<file path="src/logic/fifo_port_pkg.sv">
// Shared constants for the FIFO port controller.
package fifo_port_pkg;
  localparam int          DATA_W       = 36;
  localparam int          CFG_W        = 8;
  localparam int          WB_AW        = 8;
  localparam int          WB_DW        = 32;
  localparam int          EVT_W        = 3;
  localparam logic [7:0]  ADR_STATUS   = 8'h00;
  localparam logic [7:0]  ADR_MASK     = 8'h04;
  localparam logic [7:0]  ADR_CTRL     = 8'h08;
  localparam logic [7:0]  ADR_LEVEL    = 8'h0c;
  localparam logic [7:0]  ADR_CONFIG   = 8'h10;
  localparam int          EVT_OVERFLOW = 0;
  localparam int          EVT_UNDERRUN = 1;
  localparam int          EVT_REPLAY   = 2;
  localparam int          CTRL_FLUSH   = 0;
  localparam int          LVL_EMPTY_N  = 16;
  localparam int          LVL_FULL_N   = 17;
  localparam int          LVL_MARKED   = 18;
  localparam logic [7:0]  CFG_RESET    = 8'h00;
  localparam logic [2:0]  EVT_RESET    = 3'h0;
endpackage
</file>
<file path="src/logic/fifo_port_ctrl.sv">
// FIFO with gated write and read ports, mark and replay, flags and a Wishbone register slave.
//
// Decided for this implementation: the address map and the Wishbone slave port.
`timescale 1ns/100ps
module fifo_port_ctrl
  import fifo_port_pkg::*;
#(
  parameter int ADDR_W = 4
) (
  input  wire logic              CLOCK,
  input  wire logic              NRST,
  input  wire logic              WB_CYC_I,
  input  wire logic              WB_STB_I,
  input  wire logic              WB_WE_I,
  input  wire logic [WB_AW-1:0]  WB_ADR_I,
  input  wire logic [3:0]        WB_SEL_I,
  input  wire logic [WB_DW-1:0]  WB_DAT_I,
  output logic      [WB_DW-1:0]  WB_DAT_O,
  output logic                   WB_ACK_O,
  output logic                   IRQ,
  input  wire logic              WR_EN,
  input  wire logic              INPUT_DATA_GATE,
  input  wire logic [DATA_W-1:0] D,
  input  wire logic              RD_EN,
  input  wire logic              OE_N,
  output logic      [DATA_W-1:0] Q,
  output logic                   Q_OE,
  input  wire logic              CONFIG_SELECT_N,
  input  wire logic              MARK,
  input  wire logic              REPLAY_REQUEST,
  output logic                   EMPTY_FLAG_N,
  output logic                   FULL_FLAG_N
);
  localparam int          DEPTH = 1 << ADDR_W;
  localparam logic [ADDR_W:0] DEPTH_P = (ADDR_W+1)'(DEPTH);
  localparam logic [ADDR_W:0] ONE_P   = (ADDR_W+1)'(1);

  logic [DATA_W-1:0] mem [DEPTH];
  logic [ADDR_W:0]   wr_ptr_r, wr_ptr_nxt, rd_ptr_r, rd_ptr_nxt, mark_ptr_r, mark_ptr_nxt;
  logic [ADDR_W:0]   base_nxt, used;
  logic              mark_valid_r, mark_valid_nxt;
  logic              empty_flag_n_r, full_flag_n_r;
  logic [CFG_W-1:0]  cfg_r;
  logic [DATA_W-1:0] q_r;
  logic [EVT_W-1:0]  status_r, mask_r, evt;
  logic              flush_r, ack_r;
  logic [WB_DW-1:0]  dat_o_r, rd_mux;
  logic              wb_req, wb_wr, fifo_wr, fifo_rd, wr_step, rd_step, replay;

  assign wb_req  = WB_CYC_I & WB_STB_I;
  assign wb_wr   = wb_req & WB_WE_I & ack_r & WB_SEL_I[0];
  assign fifo_wr = WR_EN & CONFIG_SELECT_N;
  assign fifo_rd = RD_EN & CONFIG_SELECT_N;
  assign wr_step = fifo_wr & full_flag_n_r;
  assign rd_step = fifo_rd & empty_flag_n_r;
  assign replay  = REPLAY_REQUEST & mark_valid_r;
  assign used    = wr_ptr_r - (mark_valid_r ? mark_ptr_r : rd_ptr_r);

  always_comb begin
    wr_ptr_nxt     = wr_ptr_r;
    rd_ptr_nxt     = rd_ptr_r;
    mark_ptr_nxt   = mark_ptr_r;
    mark_valid_nxt = mark_valid_r;
    if (wr_step) begin
      wr_ptr_nxt = wr_ptr_r + ONE_P;
    end
    if (replay) begin
      rd_ptr_nxt = mark_ptr_r;
    end else if (rd_step) begin
      rd_ptr_nxt = rd_ptr_r + ONE_P;
    end
    if (MARK) begin
      mark_ptr_nxt   = rd_ptr_r;
      mark_valid_nxt = 1'b1;
    end
    if (flush_r) begin
      wr_ptr_nxt     = '0;
      rd_ptr_nxt     = '0;
      mark_ptr_nxt   = '0;
      mark_valid_nxt = 1'b0;
    end
    base_nxt = mark_valid_nxt ? mark_ptr_nxt : rd_ptr_nxt;
  end

  always_ff @(posedge CLOCK or negedge NRST) begin
    if (!NRST) begin
      wr_ptr_r     <= '0;
      rd_ptr_r     <= '0;
      mark_ptr_r   <= '0;
      mark_valid_r <= 1'b0;
    end else begin
      wr_ptr_r     <= wr_ptr_nxt;
      rd_ptr_r     <= rd_ptr_nxt;
      mark_ptr_r   <= mark_ptr_nxt;
      mark_valid_r <= mark_valid_nxt;
    end
  end

  // Flags are registered on the same clock as the pointers.
  always_ff @(posedge CLOCK or negedge NRST) begin
    if (!NRST) begin
      empty_flag_n_r <= 1'b0;
      full_flag_n_r  <= 1'b1;
    end else begin
      empty_flag_n_r <= (wr_ptr_nxt != rd_ptr_nxt);
      full_flag_n_r  <= ((wr_ptr_nxt - base_nxt) != DEPTH_P);
    end
  end

  // The gate masks the store only; the pointer still steps.
  always_ff @(posedge CLOCK) begin
    if (wr_step && INPUT_DATA_GATE) begin
      mem[wr_ptr_r[ADDR_W-1:0]] <= D;
    end
  end

  always_ff @(posedge CLOCK or negedge NRST) begin
    if (!NRST) begin
      q_r <= '0;
    end else if (RD_EN && !CONFIG_SELECT_N) begin
      q_r <= {{(DATA_W-CFG_W){1'b0}}, cfg_r};
    end else if (rd_step) begin
      q_r <= mem[rd_ptr_r[ADDR_W-1:0]];
    end
  end

  always_ff @(posedge CLOCK or negedge NRST) begin
    if (!NRST) begin
      cfg_r <= CFG_RESET;
    end else if (WR_EN && !CONFIG_SELECT_N) begin
      cfg_r <= D[CFG_W-1:0];
    end else if (wb_wr && WB_ADR_I == ADR_CONFIG) begin
      cfg_r <= WB_DAT_I[CFG_W-1:0];
    end
  end

  assign Q            = q_r;
  assign Q_OE         = ~OE_N;
  assign EMPTY_FLAG_N = empty_flag_n_r;
  assign FULL_FLAG_N  = full_flag_n_r;

  always_comb begin
    evt               = '0;
    evt[EVT_OVERFLOW] = fifo_wr & ~full_flag_n_r;
    evt[EVT_UNDERRUN] = fifo_rd & ~empty_flag_n_r;
    evt[EVT_REPLAY]   = replay;
  end

  // A new event wins over a write-one clear in the same cycle.
  always_ff @(posedge CLOCK or negedge NRST) begin
    if (!NRST) begin
      status_r <= EVT_RESET;
    end else if (wb_wr && WB_ADR_I == ADR_STATUS) begin
      status_r <= (status_r & ~WB_DAT_I[EVT_W-1:0]) | evt;
    end else begin
      status_r <= status_r | evt;
    end
  end

  always_ff @(posedge CLOCK or negedge NRST) begin
    if (!NRST) begin
      mask_r  <= EVT_RESET;
      flush_r <= 1'b0;
    end else begin
      if (wb_wr && WB_ADR_I == ADR_MASK) begin
        mask_r <= WB_DAT_I[EVT_W-1:0];
      end
      flush_r <= wb_wr && WB_ADR_I == ADR_CTRL && WB_DAT_I[CTRL_FLUSH];
    end
  end

  assign IRQ = |(status_r & mask_r);

  always_comb begin
    rd_mux = '0;
    unique case (WB_ADR_I)
      ADR_STATUS: rd_mux[EVT_W-1:0] = status_r;
      ADR_MASK:   rd_mux[EVT_W-1:0] = mask_r;
      ADR_LEVEL: begin
        rd_mux[ADDR_W:0]    = used;
        rd_mux[LVL_EMPTY_N] = empty_flag_n_r;
        rd_mux[LVL_FULL_N]  = full_flag_n_r;
        rd_mux[LVL_MARKED]  = mark_valid_r;
      end
      ADR_CONFIG: rd_mux[CFG_W-1:0] = cfg_r;
      default:    rd_mux = '0;
    endcase
  end

  always_ff @(posedge CLOCK or negedge NRST) begin
    if (!NRST) begin
      ack_r   <= 1'b0;
      dat_o_r <= '0;
    end else begin
      ack_r <= wb_req & ~ack_r;
      if (wb_req && !ack_r) begin
        dat_o_r <= rd_mux;
      end
    end
  end

  assign WB_ACK_O = ack_r;
  assign WB_DAT_O = dat_o_r;
endmodule

</file>
<file path="config.mk">
export PLATFORM = sky130hd
export DESIGN_NAME = fifo_port_ctrl
export DESIGN_NICKNAME = d
export VERILOG_FILES = /design/src/logic/fifo_port_pkg.sv /design/src/logic/fifo_port_ctrl.sv
export SDC_FILE = /design/constraint.sdc
export NUM_CORES = 1
export LEC_CHECK = 0
export BUFFER_PORTS_ARGS = -buffer_cell sky130_fd_sc_hd__buf_2
export CORE_ASPECT_RATIO = 0.5
export CORE_UTILIZATION = 50
export DETAILED_ROUTE_END_ITERATION = 7
export PLACE_DENSITY_LB_ADDON = 0.1
export SYNTH_ARGS = -nofsm -noshare
export SYNTH_HDL_FRONTEND = slang
export SYNTH_SLANG_ARGS = --single-unit
</file>
<file path="constraint.sdc">
create_clock -name CLOCK -period 6.9 [get_ports CLOCK]
set_clock_uncertainty 0.15 [all_clocks]
set_input_delay 1.38 -clock CLOCK [delete_from_list [all_inputs] [get_ports CLOCK]]
set_output_delay 1.38 -clock CLOCK [all_outputs]
set_load 0.005 [all_outputs]
</file>
Word-level counts from Yosys, hierarchy flattened --
Memories as Yosys holds them, arrays and structs flattened. Index checks and enable logic that the tools add are counted.
Word-level totals: bits of input ports 92, memories 1, flip-flop bits (word level) 81, bits in writable memories 576
Cells by class: add/sub/neg operators 4, bitwise logic cells 21, equal/unequal tests 6, mux-type cells 22, reduce and logical (&&, ||, !) cells 15
Memories:
- mem | depth 16, width 36, rd ports 1, clocked after Yosys merged registers in 0, wr ports 1, line fifo_port_ctrl.sv:38 | logic [DATA_W-1:0] mem [DEPTH];
Operators by type and width (count):
- 36-bit two-way mux | 2
- 5-bit two-way mux | 9
- 8-bit by 4-bit equality test with 1-bit output, second input constant | 2
- 8-bit two-way mux | 2
- 1-bit AND | 12
- 3-bit one-hot mux with 4 select lines | 1
- 5-bit by 1-bit adder with 5-bit output, second input constant | 2
- 5-bit subtractor | 2
- 1-bit logical AND | 9
- 3-bit two-way mux | 3
- 8-bit by 3-bit equality test with 1-bit output, second input constant | 1
- 8-bit by 5-bit equality test with 1-bit output, second input constant | 1
- 8-bit zero test | 1
- 3-bit AND | 2
- 3-bit OR | 2
- 5-bit != test | 1
- 5-bit != test, second input constant | 1
- 1-bit two-way mux | 4
- 1-bit NOT | 4
- 2-bit one-hot mux with 2 select lines | 1
- 2-bit nonzero test | 2
- 3-bit NOT | 1
- 3-bit OR reduction | 1
- 1-bit zero test | 2

Longest topological paths before layout --
Gate-level depths: netlist of run 1.
word-level depth 8, gate-level depth with buffers 15, gate-level depth less buffers 12

Least setup slack after synthesis of run 1 --
Ideal clock, no wire load.
path kind input port to flip-flop, from input CONFIG_SELECT_N, to register full_flag_n_r, in the netlist FULL_FLAG_N, library setup time 94 ps, setup slack 2677 ps, buffers on the path 2, cell stages on the path 12, required time 6656 ps, arrival time 3979 ps, cells stage by stage buf_2 > and3_1 > clkbuf_1 > nand4_1 > xor2_1 > a21oi_1 > a21oi_1 > ha_1 > or2_2 > a2111oi_0 > a21oi_1 > or4b_1
Between the ends: cells in the longest elaborated chain, start to end 8
Ends and longest elaborated chain:
- start, declared | line fifo_port_ctrl.sv:28 | input wire logic CONFIG_SELECT_N,
- 1-bit AND | line fifo_port_ctrl.sv:53 | assign fifo_rd = RD_EN & CONFIG_SELECT_N;
- 1-bit AND | line fifo_port_ctrl.sv:55 | assign rd_step = fifo_rd & empty_flag_n_r;
- 5-bit two-way mux | line fifo_port_ctrl.sv:69 | end else if (rd_step) begin
- 5-bit two-way mux | line fifo_port_ctrl.sv:67 | if (replay) begin
- 5-bit two-way mux | line fifo_port_ctrl.sv:76 | if (flush_r) begin
- net rd_ptr_nxt[3] | line fifo_port_ctrl.sv:39 | logic [ADDR_W:0] wr_ptr_r, wr_ptr_nxt, rd_ptr_r, rd_ptr_nxt, mark_ptr_r, mark_ptr_nxt;
- 5-bit two-way mux | line fifo_port_ctrl.sv:82 | base_nxt = mark_valid_nxt ? mark_ptr_nxt : rd_ptr_nxt;
- 5-bit subtractor | line fifo_port_ctrl.sv:106 | full_flag_n_r <= ((wr_ptr_nxt - base_nxt) != DEPTH_P);
- 5-bit != test | line fifo_port_ctrl.sv:106
- end signal, assigned | line fifo_port_ctrl.sv:106
- end, declared | line fifo_port_ctrl.sv:42 | logic empty_flag_n_r, full_flag_n_r;
The timed path passes the listed nets, and every way through them passes these cells. A chain may end at the register's enable or synchronous reset.

Worst setup path in the final report of run 1 --
Ends and elaborated chain as after synthesis.

==> results of run 1 <==
## flip-flops by register name (all words and copies together) (netlist names)
register      count
Q                36
mask_r            3
WB_ACK_O          1
mark_ptr_r        5
EMPTY_FLAG_N      1
flush_r           1
wr_ptr_r          5
rd_ptr_r          5
FULL_FLAG_N       1
WB_DAT_O         11
mem             576
cfg_r             8
mark_valid_r      1
status_r          3
## layer usage
| layer | vias to the layer above | routed length [um] |
|---|---|---|
| met5 | - | 12 |
| met4 | 2 | 677 |
| met3 | 60 | 3320 |
| met2 | 394 | 26400 |
| met1 | 6692 | 26300 |
| li1 | 5313 | - |
## kinds of logic after synthesis
group	synth area share
flip-flops	0.750
multiplexers	0.161
AND/OR/NAND/NOR	0.0259
AO/OA/AOI/OAI	0.0311
buffers and inverters	0.0203
XOR/XNOR	0.00510
adder cells (fa/ha/maj)	0.00709
other	0.000145
## layout make-up
| type | instances | area [um2] |
|---|---|---|
| tap | 690 | 863 |
| inverter | 14 | 52.6 |
| clock buffer | 79 | 1620 |
| multi-input combinational | 498 | 6030 |
| timing repair buffer | 139 | 756 |
| sequential | 657 | 19300 |
| fill | 3762 | 21600 |
| clock inverter | 26 | 305 |
## stage by stage
step / cells / area (um2)
after floorplan: 1255 / 25800
after CTS: 2103 / 29000
final: 2103 / 29000
after global routing: 2103 / 29000
after detailed placement: 1998 / 27000
after global placement: 1998 / 27000
## worst max-delay path by stage
stage	startpoint	cells past startpoint	slack (ps)	endpoint
finish	CONFIG_SELECT_N	14	2640	FULL_FLAG_N$_DFF_PN1_
global route	rd_ptr_r[1]$_DFF_PN0_	12	2430	FULL_FLAG_N$_DFF_PN1_
CTS	rd_ptr_r[1]$_DFF_PN0_	12	2650	FULL_FLAG_N$_DFF_PN1_
detailed placement	CONFIG_SELECT_N	14	2020	FULL_FLAG_N$_DFF_PN1_
global placement	CONFIG_SELECT_N	12	2100	FULL_FLAG_N$_DFF_PN1_
floorplan	CONFIG_SELECT_N	12	2680	FULL_FLAG_N$_DFF_PN1_
## cells in the mapped netlist (2+ instances only)
cell type  number
o21ai_0        19
nand2_1        39
a21o_1          3
nand2b_1       11
mux4_2        172
clkbuf_1       28
nor2_1         28
and3_1         11
and2_1         11
a22o_1         29
o31ai_1         2
dfrtp_1        80
xnor2_1        10
nor2b_1         3
o211ai_1       10
buf_2          11
xor2_1          5
ha_1           13
nand4_1         5
mux2_2          4
mux2i_1        22
inv_1          13
o22ai_1        10
nand3_1        12
nor4_1          2
a21oi_1        21
nor3_1          7
or2_2           3
edfxtp_1      576
buf_1          12
buf_4          34
a221oi_1       11
## power groups by stage
stage | clock (uW) | sequential [uW] | combinational (uW)
4_1_cts | 3360 | 4780 | 2340
5_1_grt | 3500 | 4810 | 2500
2_1_floorplan | 0 | 4760 | 1760
3_3_place_gp | 0 | 4850 | 2300
3_5_place_dp | 0 | 4870 | 2330
6_report | 3300 | 4780 | 2290
## cells in the final DEF (no fill, tap or decap), types with 4 or more instances in the layout
master / count
a21oi_1: 21
a221oi_1: 11
a22o_1: 29
and2_1: 4
and2_2: 4
and3_2: 9
buf_2: 115
buf_4: 24
bufinv_16: 6
clkbuf_1: 12
clkbuf_16: 58
clkbuf_8: 9
clkinv_2: 12
conb_1: 21
dfrtp_1: 76
edfxtp_1: 576
ha_1: 13
inv_1: 13
mux2_2: 4
mux2i_1: 22
mux4_2: 172
nand2_1: 39
nand2b_1: 11
nand3_1: 12
nand4_1: 5
nor2_1: 27
nor3_1: 7
o211ai_1: 10
o21ai_0: 19
o22ai_1: 10
xnor2_1: 10
xor2_1: 5
## worst register-to-register path, delay by kind of cell, from the launching register on
| kind | cells | cell delay [ps] |
|---|---|---|
| DFF | 1 | 750 |
| buffers and inverters | 1 | 850 |
| adders and majority gates | 1 | 320 |
| and+or+nand+nor | 4 | 1010 |
| AOI/OAI and AO/OA | 6 | 1060 |
==> results.json, run 1 <==
{
  "die_h_um": 163,
  "vias": 12461,
  "period_share": 0.617,
  "cp_slowest_stage_delay_ps": 500,
  "grt_max_degree": 61,
  "syn_area_per_cell_um2": 20.9,
  "synthCells": 1235,
  "power_frac_seq": 0.461,
  "slowest_stage": "or4b_1",
  "fp.dieW_um": 323,
  "gp_congestion": 0.830,
  "dpl_worst_slack_ps": 2020,
  "cts-htree-levels": 2,
  "finalMaxSlewViolations": 0,
  "ys_types": 50,
  "status": "complete, no violations",
  "start_kind": "primary input",
  "setup_ws_ps": 2640,
  "min_path_type": "reg2reg",
  "netSwitchingFraction": 0.267,
  "hold_end": "WB_DAT_O[7]$_DFFE_PN0P_",
  "dr.first_iter.drc_count": 1092,
  "ff2ff_setup_slack_ps": 2660,
  "r2r-end": "FULL_FLAG_N$_DFF_PN1_",
  "power.internal_uw": 7600,
  "use_met2": 0.345,
  "grt_use_met3": 0.0357,
  "finalNetCount": 1472,
  "crit_chain": "buf_2 -> and3_2 -> buf_4 -> nand2_1 -> a31oi_1 -> and2_1 -> a21oi_1 -> ha_1 -> nor2b_1 -> o21a_1 -> o21ai_0 -> a211o_1 -> a21oi_1 -> or4b_1",
  "via_per_inst": 5.93,
  "path_delay_family": "simple AND/OR/NAND/NOR gates",
  "yosysTopAreaCell": "edfxtp_1",
  "grt_busiest_layer": "met1",
  "rr_startpoint": "rd_ptr_r[1]$_DFF_PN0_",
  "critPathKind": "in2reg",
  "initial_utilization": 0.510,
  "cts-root-buf": "clkbuf_16",
  "tns_ps": 0,
  "cp.required_ps": 7260,
  "routedWlPerCell_um": 27.0,
  "yosys_most_used_dff": "edfxtp_1",
  "worst_setup_path_end_kind": "flop",
  "clkPwrFrac": 0.318,
  "synthTopCellsByArea": "edfxtp_1, mux4_2, dfrtp_1",
  "post_cts_buffers": 0,
  "p_comb_frac": 0.221,
  "whs_ps": 320,
  "ir_worst_vdd_mv": 0.204,
  "post-dp-hpwl_mm": 29.7,
  "port_buffers": 116,
  "grt_pass1_wl_mm": 85.3,
  "yosys_warnings": 0,
  "syn-cell-area_um2": 25800,
  "numCtsBuffers": 56,
  "path_clk_slew_ps": 70,
  "wirelength_mm": 56.7,
  "antenna_found_initial": 1,
  "path_buf_inv": 2,
  "num_antenna_cells": 0,
  "drv_cap": 0,
  "synth_edf_count": 576,
  "min-delay-start": "WB_DAT_O[7]$_DFFE_PN0P_",
  "ys_seq_elements": 657,
  "cts.path.max_buffers": 3,
  "ios": 165,
  "cts_resized": 0,
  "numClockSinks": 657,
  "grt-ovfl-total": 0,
  "drcViolationCount": 0,
  "powerDensity_nw_per_um2": 358,
  "fmax_ghz": 0.235,
  "grt_use_total": 0.224,
  "reg2reg_depth": 12,
  "path_max_fanout": 32,
  "async_flop_share": 0.123,
  "arrival_ps": 4610,
  "ctsHoldBuffers": 0,
  "finalHoldViolCount": 0,
  "first_pass_iters": 5,
  "worst_slew_pin_slew_ps": 1170,
  "cts_tree": "yes",
  "p_leak_uw": 0.00995,
  "rsz0062_at_grt": "no",
  "period_needed_ps": 4260,
  "synthToLayoutAreaGrowth_pct": 12.4,
  "p_total_uw": 10400,
  "rows": 58,
  "power_switching_uw": 2760,
  "ant_nets": 0,
  "grtUsageMet1": 0.346,
  "grt_pass1_vias": 13003,
  "seq_area_frac_synth": 0.750,
  "dieArea_um2": 52500,
  "slew_headroom": 0.220,
  "synth_top_area_frac": 0.671,
  "clock_latency_ps": 590,
  "worstHoldPathCells": 2,
  "drive_gt1_frac": 0.305,
  "core_um2": 50600,
  "final-setup-viol-count": 0,
  "final_util": 0.573,
  "crit_top_cell": "a21oi_1"
}
Note: power is estimated with default switching activity, not from simulation.
==> run 2, diff against run 1 <==
--- a/config.mk
+++ b/config.mk
@@ -5,6 +5,7 @@
 export SDC_FILE = /design/constraint.sdc
 export NUM_CORES = 1
 export LEC_CHECK = 0
+export ABC_AREA = 1
 export BUFFER_PORTS_ARGS = -buffer_cell sky130_fd_sc_hd__buf_2
 export CORE_ASPECT_RATIO = 0.5
 export CORE_UTILIZATION = 50
==> constraint.sdc (replaced) <==
create_clock -name CLOCK -period 4.2 [get_ports CLOCK]
set_clock_uncertainty 0.15 [all_clocks]
set_input_delay 0.84 -clock CLOCK [delete_from_list [all_inputs] [get_ports CLOCK]]
set_output_delay 0.84 -clock CLOCK [all_outputs]
set_load 0.005 [all_outputs]
==> results.json, run 2 <==
{
  "status": "complete, no violations",
  "core_um2": 52600,
  "use_met2": 0.378,
  "via_per_inst": 5.60,
  "drcViolationCount": 0,
  "p_comb_frac": 0.208,
  "async_flop_share": 0.123,
  "dr.first_iter.drc_count": 1543,
  "seq_area_frac_synth": 0.717,
  "synthTopCellsByArea": "edfxtp_1, dfrtp_1, nor2_1",
  "dieArea_um2": 54900,
  "postPlaceCellArea_um2": 28200,
  "rsz0062_at_grt": "no",
  "crit_top_cell": "nand2_1",
  "drv_cap": 0,
  "power_switching_uw": 5030,
  "crit_start": "rd_ptr_r[1]$_DFF_PN0_",
  "dp.cells": 2993,
  "min_path_type": "in2async",
  "synthToLayoutAreaGrowth_pct": 12.1,
  "p_total_uw": 16900,
  "synthCells": 2274,
  "initial_utilization": 0.513,
  "reg2reg_depth": 20,
  "vias": 17361,
  "numClockSinks": 657,
  "arrival_ps": 3450,
  "finalMaxSlewViolations": 0,
  "final_cell_mix": "edfxtp_1, nor2_1, o21ai_0",
  "ys_seq_elements": 657,
  "fp.dieW_um": 330,
  "netSwitchingFraction": 0.297,
  "synth_most_common_cell": "edfxtp_1",
  "syn-cell-area_um2": 26900,
  "ant_nets": 0,
  "ir_worst_vdd_mv": 0.339,
  "finalHoldViolCount": 0,
  "crit_chain": "buf_4 -> nand2_1 -> inv_1 -> nand3_1 -> nand2_1 -> nand2_1 -> nand2_1 -> nand2_1 -> nand2_1 -> o21ai_0 -> ha_1 -> nand2_1 -> inv_1 -> nand2_1 -> nand2_1 -> nand3_1 -> nand2_1 -> nand3_1 -> nand2_1 -> nand2_1",
  "critPathKind": "reg2reg",
  "grt_max_degree": 182,
  "grt_use_total": 0.241,
  "path_clk_slew_ps": 70,
  "cp_slowest_stage_delay_ps": 590,
  "ios": 165,
  "cts.path.max_buffers": 3,
  "drive_gt1_frac": 0.110,
  "routedWlPerCell_um": 21.1,
  "ff2ff_setup_slack_ps": 1140,
  "synth_edf_count": 576,
  "port_buffers": 116,
  "final_util": 0.575,
  "grt_busiest_layer": "met2",
  "antenna_found_initial": 1,
  "rows": 59,
  "cts_tree": "yes",
  "gp_congestion": 0.853,
  "synth_commonest_cells": "edfxtp_1, nor2_1, o21ai_0",
  "worst_slew_pin_slew_ps": 1120,
  "grt_pass1_vias": 16725,
  "grtUsageMet1": 0.362,
  "yosysTopAreaCell": "edfxtp_1",
  "r2r-end": "FULL_FLAG_N$_DFF_PN1_",
  "ctsHoldBuffers": 0,
  "tns_ps": 0,
  "p_leak_uw": 0.0108,
  "wirelength_mm": 65.4,
  "cts-htree-levels": 2,
  "power_frac_seq": 0.455,
  "final-setup-viol-count": 0,
  "synth_top_area_frac": 0.642,
  "worst_setup_path_end_kind": "flop",
  "path_max_fanout": 63,
  "largest_reg_flops": 576,
  "final_common_cell": "edfxtp_1",
  "grt_use_met3": 0.0374,
  "die_h_um": 166,
  "numCtsBuffers": 56,
  "cp.required_ps": 4590,
  "slowest_stage": "buf_4",
  "power.internal_uw": 11900,
  "rr_startpoint": "rd_ptr_r[1]$_DFF_PN0_",
  "instances_no_fill": 3098,
  "period_share": 0.729,
  "post-dp-hpwl_mm": 33.3,
  "clkPwrFrac": 0.337,
  "powerDensity_nw_per_um2": 561,
  "fill_cells": 4307,
  "endpoint": "FULL_FLAG_N$_DFF_PN1_",
  "yosys_most_used_dff": "edfxtp_1",
  "start_kind": "flop",
  "cts-root-buf": "clkbuf_16",
  "grt_pass1_wl_mm": 101,
  "syn_area_per_cell_um2": 11.8,
  "stdcell_area_um2": 30200,
  "clock_latency_ps": 620,
  "ys_types": 33,
  "grt-ovfl-total": 0,
  "fmax_ghz": 0.326,
  "post_cts_buffers": 0,
  "yosys_warnings": 0,
  "first_pass_iters": 5,
  "period_needed_ps": 3060,
  "finalNetCount": 2456,
  "cts_resized": 0,
  "slew_headroom": 0.246
}
==> run 2: layer usage <==
metal	part of all wire	wire length (um)
met1	0.47	30700
met2	0.46	29800
met3	0.060	3930
met4	0.015	972
met5	0	0
==> run 2: how the worst min path moves through the flow <==
stage                     cells after the start               from                 endpoint  slack [ps]
after floorplan                               2  Q[10]$_DFFE_PN0P_        Q[10]$_DFFE_PN0P_         320
after global placement                        2  Q[27]$_DFFE_PN0P_        Q[27]$_DFFE_PN0P_         310
after detailed placement                      2  Q[10]$_DFFE_PN0P_        Q[10]$_DFFE_PN0P_         310
after CTS                                     1               NRST     cfg_r[1]$_DFFE_PN0P_          90
after global routing                          1               NRST  WB_DAT_O[1]$_DFFE_PN0P_         120
final                                         1               NRST  WB_DAT_O[0]$_DFFE_PN0P_          90
==> run 2: power groups by stage <==
stage / Sequential (uW) / Clock [uW] / Combinational (uW)
detailed placement: 7830 / 0 / 3530
finish: 7700 / 5710 / 3520
global route: 7730 / 6070 / 3980
global placement: 7830 / 0 / 3500
CTS: 7700 / 5810 / 3550
floorplan: 7770 / 0 / 2390
==> run 2: per-stage QoR <==
step | hold WS (ps) | worst slack [ps]
after floorplan | 322 | -378
after global placement | 307 | 884
after detailed placement | 310 | 865
after CTS | 85.4 | 1150
after global routing | 120 | 787
final | 90.7 | 1140
==> run 2: worst max-delay path: cells and delay by family, from the launching register on <==
kind                     cells  cell delay, ps
AO/OA/AOI/OAI                1             100
adder cells (fa/ha/maj)      1             360
buffers and inverters        3             740
flip-flops                   1             480
AND/OR/NAND/NOR             15            1140
==> run 2: logic make-up after synthesis <==
| logic type | Yosys count | synth area share |
|---|---|---|
| AO/OA/AOI/OAI | 504 | 0.109 |
| XOR/XNOR | 3 | 0.000975 |
| adder cells (fa/ha/maj) | 14 | 0.00678 |
| buffers and inverters | 227 | 0.0391 |
| flip-flops | 657 | 0.717 |
| other | 1 | 0.000139 |
| AND/OR/NAND/NOR | 868 | 0.127 |
==> run 2: final cells by class <==
class	count	area [um2]	share of cell area
Sequential cell	657	19300	0.640
Multi-Input combinational cell	1410	6750	0.224
Clock buffer	64	1450	0.0481
Timing Repair Buffer	153	923	0.0306
Tap cell	701	877	0.0290
Clock inverter	40	572	0.0189
Inverter	72	279	0.00924
Antenna cell	1	2.50	0.0000829
